$ cat src/shared/bac_consts.vh
// Constants for the bridge converter readout block.
// Assumes a 40 MHz system clock and an 18-bit result word.
`ifndef BAC_CONSTS_VH
`define BAC_CONSTS_VH

// System clock and modulator rate, in hertz
`define BAC_CLK_HZ 27'h262_5A00
`define BAC_MOD_HZ 27'h001_2C00
`define BAC_PH_W 27

// Output word rates, samples per second
`define BAC_RATE_SLOW 17'h0_000A
`define BAC_RATE_FAST 17'h0_0050

// Modulator samples per result for each rate
`define BAC_DECIM_SLOW (`BAC_MOD_HZ / `BAC_RATE_SLOW)
`define BAC_DECIM_FAST (`BAC_MOD_HZ / `BAC_RATE_FAST)
`define BAC_DC_W 13

// Filter accumulator width and result width
`define BAC_ACC_W 56
`define BAC_RES_W 18

// Full-scale codes
`define BAC_FS_POS 18'h1_FFFF
`define BAC_FS_NEG 18'h2_0000

// Results discarded after a restart before one is published
`define BAC_SETTLE_SKIP 3'h3

// Standby request: shift clock high for this long, in microseconds
`define BAC_T_STBY_US 20
`define BAC_CLK_MHZ (`BAC_CLK_HZ / 27'h00F_4240)
`define BAC_STBY_CYC (`BAC_T_STBY_US * `BAC_CLK_MHZ)
`define BAC_STBY_W 10

// Bits shifted per result
`define BAC_NBITS 5'h12

// Result buffer
`define BAC_FIFO_DEPTH 16
`define BAC_FIFO_AW 4

`endif

$ cat src/logic/bac_fifo.v
// Result buffer: synchronous FIFO with valid/ready on both sides.
// Assumes one clock for both sides and a power-of-two depth.
`timescale 1ns/10ps
`default_nettype none

module bac_fifo #(
    parameter WIDTH = 18,
    parameter DEPTH = 16,
    parameter AW = 4
) (
    input wire clk,
    input wire rstn,
    input wire in_valid,
    output wire in_ready,
    input wire [WIDTH-1:0] in_data,
    output wire out_valid,
    input wire out_ready,
    output wire [WIDTH-1:0] out_data
);
    reg [WIDTH-1:0] mem [0:DEPTH-1];
    reg [AW-1:0] wr_q;
    reg [AW-1:0] rd_q;
    reg [AW:0] cnt_q;
    wire push;
    wire pop;

    // Honest full and empty from the fill count
    assign in_ready = (cnt_q != DEPTH[AW:0]);
    assign out_valid = (cnt_q != {(AW+1){1'b0}});
    assign out_data = mem[rd_q];
    assign push = in_valid & in_ready;
    assign pop = out_valid & out_ready;

    always @(posedge clk) begin
        if (push) begin
            mem[wr_q] <= in_data;
        end
    end

    always @(posedge clk) begin
        if (!rstn) begin
            wr_q <= {AW{1'b0}};
            rd_q <= {AW{1'b0}};
            cnt_q <= {(AW+1){1'b0}};
        end else begin
            if (push) begin
                wr_q <= wr_q + {{(AW-1){1'b0}}, 1'b1};
            end
            if (pop) begin
                rd_q <= rd_q + {{(AW-1){1'b0}}, 1'b1};
            end
            if (push && !pop) begin
                cnt_q <= cnt_q + {{AW{1'b0}}, 1'b1};
            end else if (pop && !push) begin
                cnt_q <= cnt_q - {{AW{1'b0}}, 1'b1};
            end
        end
    end
endmodule

`default_nettype wire

$ cat src/logic/bac_top.v
// Converter control and serial readout of the bridge converter.
// Assumes the modulator bit arrives on clk; pins are asynchronous.
`timescale 1ns/10ps
`default_nettype none
`include "bac_consts.vh"

// Contract
// - A low rate pin gives 10 results per second, a high one gives 80.
// - Holding the shutdown pin low powers down and resets the converter.
// - Each of the first 18 rising shift-clock edges after ready advances the serial output by one bit.
// - The shift clock doubles as the standby request, judged by its level.
// - The output goes low when a new valid result is ready.
// - The first rising edge after ready starts the result, MSB first.
// - Conversion is continuous with a fourth-order sinc filter at 76.8kHz.
// - At the slow rate the filter notches fall on every multiple of 10Hz.
// - A result is settled only after four full conversion cycles.
// - Control is by pins only; results leave only over the serial pair.
// - Results are 18-bit two's complement, clipped at both full scales.
// - Edges after 18 bits force the output high until the next result.
// - A result not read within one period is overwritten by the next.
// - Shift clock high 20us after ready enters standby; low wakes it.
module bac_top #(
    parameter DECIM_SLOW = `BAC_DECIM_SLOW,
    parameter DECIM_FAST = `BAC_DECIM_FAST
) (
    input wire clk,
    input wire rstn,
    input wire shutdown_n,
    input wire speed,
    input wire sclk,
    input wire mod_bit,
    output reg ready_data_out,
    output reg analog_en
);
    localparam AW = `BAC_ACC_W;
    localparam RW = `BAC_RES_W;
    localparam DW = `BAC_DC_W;
    localparam PW = `BAC_PH_W;
    localparam SW = `BAC_STBY_W;

    localparam [3:0] ST_IDLE = 4'h1;
    localparam [3:0] ST_RDY = 4'h2;
    localparam [3:0] ST_SHF = 4'h4;
    localparam [3:0] ST_END = 4'h8;

    function integer clog2;
        input [AW-1:0] v;
        reg [AW-1:0] t;
        begin
            t = v;
            clog2 = 0;
            while (t != {AW{1'b0}}) begin
                t = t >> 1;
                clog2 = clog2 + 1;
            end
        end
    endfunction

    // Right shift that brings half of the filter span near 2^17
    function integer shift_for;
        input [AW-1:0] half;
        begin
            if (clog2(half) > RW - 1) begin
                shift_for = clog2(half) - (RW - 1);
            end else begin
                shift_for = 0;
            end
        end
    endfunction

    // Clip to the 18-bit full-scale codes
    function [RW-1:0] sat18;
        input signed [AW-1:0] v;
        begin
            if (v > $signed({{(AW-RW+1){1'b0}}, {(RW-1){1'b1}}})) begin
                sat18 = `BAC_FS_POS;
            end else if (v < $signed({{(AW-RW+1){1'b1}},
                    {(RW-1){1'b0}}})) begin
                sat18 = `BAC_FS_NEG;
            end else begin
                sat18 = v[RW-1:0];
            end
        end
    endfunction

    localparam [AW-1:0] DS = DECIM_SLOW;
    localparam [AW-1:0] DF = DECIM_FAST;
    localparam [AW-1:0] HALF_S = (DS * DS * DS * DS) >> 1;
    localparam [AW-1:0] HALF_F = (DF * DF * DF * DF) >> 1;
    localparam integer SH_S = shift_for(HALF_S);
    localparam integer SH_F = shift_for(HALF_F);
    localparam integer DMS_I = DECIM_SLOW - 1;
    localparam integer DMF_I = DECIM_FAST - 1;
    localparam integer STBY_I = `BAC_STBY_CYC;
    localparam [DW-1:0] DMAX_S = DMS_I[DW-1:0];
    localparam [DW-1:0] DMAX_F = DMF_I[DW-1:0];
    localparam [SW-1:0] STBY_CYC = STBY_I[SW-1:0];

    // Pin synchronisers
    reg pd_s1_q;
    reg pd_s2_q;
    reg sclk_s1_q;
    reg sclk_s2_q;
    reg sclk_d3_q;
    reg spd_s1_q;
    reg spd_s2_q;
    reg spd_d3_q;

    always @(posedge clk) begin
        if (!rstn) begin
            pd_s1_q <= 1'b0;
            pd_s2_q <= 1'b0;
            sclk_s1_q <= 1'b0;
            sclk_s2_q <= 1'b0;
            sclk_d3_q <= 1'b0;
            spd_s1_q <= 1'b0;
            spd_s2_q <= 1'b0;
            spd_d3_q <= 1'b0;
        end else begin
            pd_s1_q <= shutdown_n;
            pd_s2_q <= pd_s1_q;
            sclk_s1_q <= sclk;
            sclk_s2_q <= sclk_s1_q;
            sclk_d3_q <= sclk_s2_q;
            spd_s1_q <= speed;
            spd_s2_q <= spd_s1_q;
            spd_d3_q <= spd_s2_q;
        end
    end

    reg standby_q;
    wire clr = !rstn || !pd_s2_q;
    wire sclk_rise = sclk_s2_q && !sclk_d3_q;
    wire restart = clr || standby_q || (spd_s2_q != spd_d3_q);

    // Modulator tick at 76.8 kHz average from a phase accumulator
    reg [PW-1:0] ph_q;
    reg tick_q;
    wire [PW-1:0] ph_sum = ph_q + `BAC_MOD_HZ;
    reg res_vld_q;
    wire fifo_in_ready;
    wire stall = res_vld_q && !fifo_in_ready;

    always @(posedge clk) begin
        if (restart) begin
            ph_q <= {PW{1'b0}};
            tick_q <= 1'b0;
        end else if (stall) begin
            tick_q <= 1'b0;
        end else if (ph_sum >= `BAC_CLK_HZ) begin
            ph_q <= ph_sum - `BAC_CLK_HZ;
            tick_q <= 1'b1;
        end else begin
            ph_q <= ph_sum;
            tick_q <= 1'b0;
        end
    end

    // Sinc4 decimator: four integrators, four combs
    reg [AW-1:0] i1_q;
    reg [AW-1:0] i2_q;
    reg [AW-1:0] i3_q;
    reg [AW-1:0] i4_q;
    reg [AW-1:0] z1_q;
    reg [AW-1:0] z2_q;
    reg [AW-1:0] z3_q;
    reg [AW-1:0] z4_q;
    reg [DW-1:0] dc_q;
    reg [2:0] skip_q;
    reg [RW-1:0] res_q;

    // Combs see the fourth integrator after this tick's update
    wire [AW-1:0] i4_nx = i4_q + i3_q;
    wire [AW-1:0] c1 = i4_nx - z1_q;
    wire [AW-1:0] c2 = c1 - z2_q;
    wire [AW-1:0] c3 = c2 - z3_q;
    wire [AW-1:0] c4 = c3 - z4_q;
    wire [DW-1:0] dmax = spd_s2_q ? DMAX_F : DMAX_S;
    wire [AW-1:0] half = spd_s2_q ? HALF_F : HALF_S;
    wire signed [AW-1:0] centred = $signed(c4 - half);
    wire signed [AW-1:0] scaled = spd_s2_q ? (centred >>> SH_F)
        : (centred >>> SH_S);
    wire dec_end = tick_q && (dc_q == dmax);

    always @(posedge clk) begin
        if (restart) begin
            i1_q <= {AW{1'b0}};
            i2_q <= {AW{1'b0}};
            i3_q <= {AW{1'b0}};
            i4_q <= {AW{1'b0}};
            z1_q <= {AW{1'b0}};
            z2_q <= {AW{1'b0}};
            z3_q <= {AW{1'b0}};
            z4_q <= {AW{1'b0}};
            dc_q <= {DW{1'b0}};
            skip_q <= `BAC_SETTLE_SKIP;
            res_vld_q <= 1'b0;
            res_q <= {RW{1'b0}};
        end else begin
            if (res_vld_q && fifo_in_ready) begin
                res_vld_q <= 1'b0;
            end
            if (tick_q) begin
                i1_q <= i1_q + {{(AW-1){1'b0}}, mod_bit};
                i2_q <= i2_q + i1_q;
                i3_q <= i3_q + i2_q;
                i4_q <= i4_nx;
            end
            if (dec_end) begin
                dc_q <= {DW{1'b0}};
                z1_q <= i4_nx;
                z2_q <= c1;
                z3_q <= c2;
                z4_q <= c3;
                if (skip_q != 3'h0) begin
                    skip_q <= skip_q - 3'h1;
                end else begin
                    res_q <= sat18(scaled);
                    res_vld_q <= 1'b1;
                end
            end else if (tick_q) begin
                dc_q <= dc_q + {{(DW-1){1'b0}}, 1'b1};
            end
        end
    end

    // Result buffer between filter and readout
    wire fifo_out_valid;
    wire [RW-1:0] fifo_out_data;
    wire fifo_pop_ok = !standby_q;

    bac_fifo #(
        .WIDTH(RW),
        .DEPTH(`BAC_FIFO_DEPTH),
        .AW(`BAC_FIFO_AW)
    ) i_bac_fifo (
        .clk(clk),
        .rstn(!clr),
        .in_valid(res_vld_q),
        .in_ready(fifo_in_ready),
        .in_data(res_q),
        .out_valid(fifo_out_valid),
        .out_ready(fifo_pop_ok),
        .out_data(fifo_out_data)
    );

    wire load = fifo_out_valid && fifo_pop_ok;

    // Serial readout and standby
    reg [3:0] st_q;
    reg [RW-1:0] sh_q;
    reg [4:0] bit_q;
    reg [SW-1:0] hi_q;

    always @(posedge clk) begin
        if (clr) begin
            st_q <= ST_IDLE;
            sh_q <= {RW{1'b0}};
            bit_q <= 5'h0;
            hi_q <= {SW{1'b0}};
            standby_q <= 1'b0;
            ready_data_out <= 1'b1;
            analog_en <= 1'b0;
        end else begin
            analog_en <= !standby_q;
            if (!sclk_s2_q) begin
                hi_q <= {SW{1'b0}};
                standby_q <= 1'b0;
            end else if (st_q != ST_IDLE && hi_q != STBY_CYC) begin
                hi_q <= hi_q + {{(SW-1){1'b0}}, 1'b1};
            end
            if (standby_q) begin
                st_q <= ST_IDLE;
                ready_data_out <= 1'b1;
            end else if (hi_q == STBY_CYC && sclk_s2_q) begin
                standby_q <= 1'b1;
                st_q <= ST_IDLE;
                ready_data_out <= 1'b1;
            end else if (load) begin
                sh_q <= fifo_out_data;
                bit_q <= 5'h0;
                st_q <= ST_RDY;
                ready_data_out <= 1'b0;
            end else if (sclk_rise) begin
                case (st_q)
                    ST_RDY: begin
                        ready_data_out <= sh_q[RW-1];
                        sh_q <= {sh_q[RW-2:0], 1'b0};
                        bit_q <= 5'h1;
                        st_q <= ST_SHF;
                    end
                    ST_SHF: begin
                        if (bit_q == `BAC_NBITS) begin
                            ready_data_out <= 1'b1;
                            st_q <= ST_END;
                        end else begin
                            ready_data_out <= sh_q[RW-1];
                            sh_q <= {sh_q[RW-2:0], 1'b0};
                            bit_q <= bit_q + 5'h1;
                        end
                    end
                    ST_END: begin
                        ready_data_out <= 1'b1;
                    end
                    default: begin
                        ready_data_out <= 1'b1;
                        st_q <= ST_IDLE;
                    end
                endcase
            end
        end
    end
endmodule

`default_nettype wire

$ cat config.mk
export PLATFORM = sky130hd
export DESIGN_NAME = bac_top
export DESIGN_NICKNAME = d
export VERILOG_FILES = /design/src/logic/bac_fifo.v /design/src/logic/bac_top.v
export VERILOG_INCLUDE_DIRS = /design/src /design/src/shared
export SDC_FILE = /design/constraint.sdc
export NUM_CORES = 2
export LEC_CHECK = 0
export ABC_AREA = 1
export BUFFER_PORTS_ARGS = -buffer_cell sky130_fd_sc_hd__buf_2
export CAP_MARGIN = 20
export CORE_MARGIN = 2
export CORE_UTILIZATION = 57
export CTS_BUF_LIST = sky130_fd_sc_hd__clkbuf_2 sky130_fd_sc_hd__clkbuf_4 sky130_fd_sc_hd__clkbuf_8
export CTS_CLUSTER_SIZE = 28
export DETAILED_ROUTE_END_ITERATION = 12
export PLACE_DENSITY_LB_ADDON = 0.3
export SETUP_SLACK_MARGIN = 0.5
export SYNTH_ARGS = -nofsm -noshare
export SYNTH_HDL_FRONTEND = slang
export SYNTH_SLANG_ARGS = --single-unit
$ cat constraint.sdc
create_clock -name clk -period 10.7 [get_ports clk]
set_input_delay 2.675 -clock clk [delete_from_list [all_inputs] [get_ports clk]]
set_output_delay 2.675 -clock clk [all_outputs]
set_load 0.1 [all_outputs]
==> metrics <==
grt total ovfl 0; Post-Syn Area between 50,000 and 60,000 sq um; core area ~96,000 sq um; # rows approximately 110; Synth area leader dfxtp_1; cell with the most instances after synthesis nand2_1; Met2 Routed Length roughly 69,000 um; cell count after synthesis between 7,000 and 8,000; Layout Skew between 0.05 and 0.06 ns; FMAX about 100 MHz; RSZ-0062 raised after global routing no; final hold vios 0; sequential area share after synthesis 0.361; Clock Latency Late Sink approximately 0.86 ns; first-pass GRT wire length 230,000 um; Sw Share 0.228; post-detailed-route count of antenna-violating nets 0; outcome complete, no violations; wire length on met1 about 66,000 um; Mapped Avg Cell Area around 7.6 sq um; mean routed wirelength per cell about 17 um; Clock Pin Slew Worst Setup and Hold Paths around 0.060 ns; TritonRoute pass-1 iters 6; ys async rst share 0; Flop pwr share 0.498; CP endpoint kind flop; power density cells between 100 and 150 nW/um^2; reg2reg path depth 57; Slew Viols, Final 0; I/O Pins 8; DP Area ~57,000 sq um; Yosys top cell area share 0.205; Critical Path Fanout Max 5; Comb power frac 0.025; Setup CP Type reg2reg; largest net degree at the start of global routing 93; Crit path top cell by count nand2_1; layout cell share with drive strength beyond 1 0.132; initial core utilization 0.574; Post-synth EDFFs ~290; Post-Route WL 147,000 um; max incr delay on CP about 0.48 ns; most frequent cells after synthesis nand2_1 (1,155), inv_1 (1,145), nor2_1 (843), o21ai_0 (608), a21oi_1 (602); Arr. time, crit path 10.67 ns; MaxCap Viol Count 0; Slew @ Worst Pin about 1.1 ns; final hold slack roughly 0.41 ns; worst hold path type reg2reg; number of remaining DRC errors 0; clock buffer depth 3; top layer in use met4; post-DP HPWL 102,000 um; initial antenna violation count 1; clk sinks around 860; area of all placed cells without fillers between 60,000 and 70,000 sq um; syn_nets 7,796; RD Place Congestion 0.935; vias in the first global route about 47,000; CTS tree built; min cycle time layout approximately 10 ns; final setup fails 0; Cell variety after synth 76; #FFs+latches synth roughly 860; Pleak around 28 nW; IO buf count 7; cell-internal power between 5 and 6 mW; GRT Total Usage 0.281; leading register cell type out of synthesis dfxtp_1; final core utilization 0.658; die width roughly 320 um; H-tree levels 4; Final period util 0.932; Initial DRC Count roughly 3,700; Net Switching 1.52 mW; fin nets between 7,000 and 8,000; R2R Setup Slk between 0.7 and 0.8 ns; most area-consuming cells after synthesis dfxtp_1 (21%), edfxtp_1 (16%), ha_1 (10%); Via density 5.59; via count 49,413; Slew headroom 0.237; area growth from synthesis to layout 14.6%; CP Launch Type flop; # fillers 8,134; metal3 WL ~7300 um; Clk pwr share 0.477; CP Data Required Time approximately 11 ns; total number of yosys warnings 0; CTS Buf Count 147; Root Driver clkbuf_8; die area around 100,000 sq um; VDD IR-drop max 0.108 mV; crit path max-delay cell type fa_1; WHS Path Cells 2; chip height between 300 and 400 um
-- final cells by class --
cell class | instances | area [sq um] | area share
clock buffers | 225 | 2760 | 0.0435
clock inverters | 40 | 434 | 0.00684
well taps | 1276 | 1600 | 0.0252
inverters | 1155 | 4340 | 0.0684
multi-input cells | 5121 | 33100 | 0.522
repair buffers | 161 | 1190 | 0.0188
flip-flops and latches | 855 | 20000 | 0.316
diodes | 2 | 5.00 | 0.0000789
-- worst max-delay path, delay by kind of cell, from the launching register on --
kind	cells	cell delay, ns
buffers and inverters	4	0.36
adder cells (fa/ha/maj)	6	2.14
XOR/XNOR	4	0.79
flip-flops	1	0.35
AO/OA/AOI/OAI	19	3.12
AND/OR/NAND/NOR	24	3.11
-- worst paths after layout --
| path | start | endpoint |
|---|---|---|
| hold reg to reg | spd_s1_q$_SDFF_PN0_ | spd_s2_q$_SDFF_PN0_ |
| setup / recovery | i3_q[7]$_SDFFE_PP0P_ | res_q[3]$_SDFFE_PP0P_ |
| setup reg to reg | i3_q[7]$_SDFFE_PP0P_ | res_q[3]$_SDFFE_PP0P_ |
| hold / removal | spd_s1_q$_SDFF_PN0_ | spd_s2_q$_SDFF_PN0_ |
-- power groups by stage --
stage | Sequential (mW) | Combinational, mW | Clock (mW)
after floorplan | 3.41 | 0.106 | 0
after global placement | 3.40 | 0.147 | 0
after detailed placement | 3.41 | 0.148 | 0
after CTS | 3.34 | 0.151 | 3.26
after global routing | 3.33 | 0.183 | 3.40
final | 3.34 | 0.168 | 3.20
-- metrics by stage --
stage	power (mW)	TNS, ns	cells	setup WS [ns]
2_1_floorplan	3.51	0	7324	1.26
3_3_place_gp	3.55	0	8472	0.0288
3_5_place_dp	3.55	-0.111	8472	-0.0397
4_1_cts	6.74	0	8753	0.498
5_1_grt	6.91	0	8834	0.140
6_report	6.70	0	8835	0.728
-- layer usage --
| layer | up-vias | track usage |
|---|---|---|
| met5 | - | 0 |
| met4 | 0 | 0.112 |
| met3 | 363 | 0.0366 |
| met2 | 1374 | 0.472 |
| met1 | 22937 | 0.368 |
| li1 | 24739 | - |
-- logic make-up after synthesis --
| logic type | after synthesis | share of synthesized area |
|---|---|---|
| AND/OR/NAND/NOR | 2433 | 0.181 |
| AO/OA/AOI/OAI | 1791 | 0.188 |
| buffers and inverters | 1352 | 0.0924 |
| flip-flops | 855 | 0.361 |
| adder cells (fa/ha/maj) | 466 | 0.108 |
| XOR/XNOR | 376 | 0.0595 |
| multiplexers | 51 | 0.00922 |
-- registers in the layout (all words and copies together), names as in the netlist, 18 cells and up, named ones only --
register,count
res_q,18
i4_q,56
z1_q,56
z2_q,56
ph_q,18
i1_q,56
z3_q,56
sh_q,18
z4_q,56
i3_q,56
i_bac_fifo.mem,288
i2_q,56
-- placed cells by master, fill, tap and decap left out, types with 92 or more instances in the layout --
master	netlist	layout
edfxtp_1	288	288
xor2_1	237	194
clkbuf_8	0	171
dfxtp_1	567	553
xnor2_1	139	120
ha_1	445	369
nor2_1	843	789
nand2_1	1155	1104
inv_1	1145	1124
buf_4	1	154
o21ai_0	608	569
a21oi_1	602	525
nand3_1	187	181
o211ai_1	92	92
-- timing repair --
item	in CTS	in global routing
buffers inserted	15	77
pin swaps	14	188
cloned	1	3
hold buffers	0	0
resized for setup	54	518
setup endpoints to repair	18	18
Note: power is estimated with default switching activity, not from simulation.
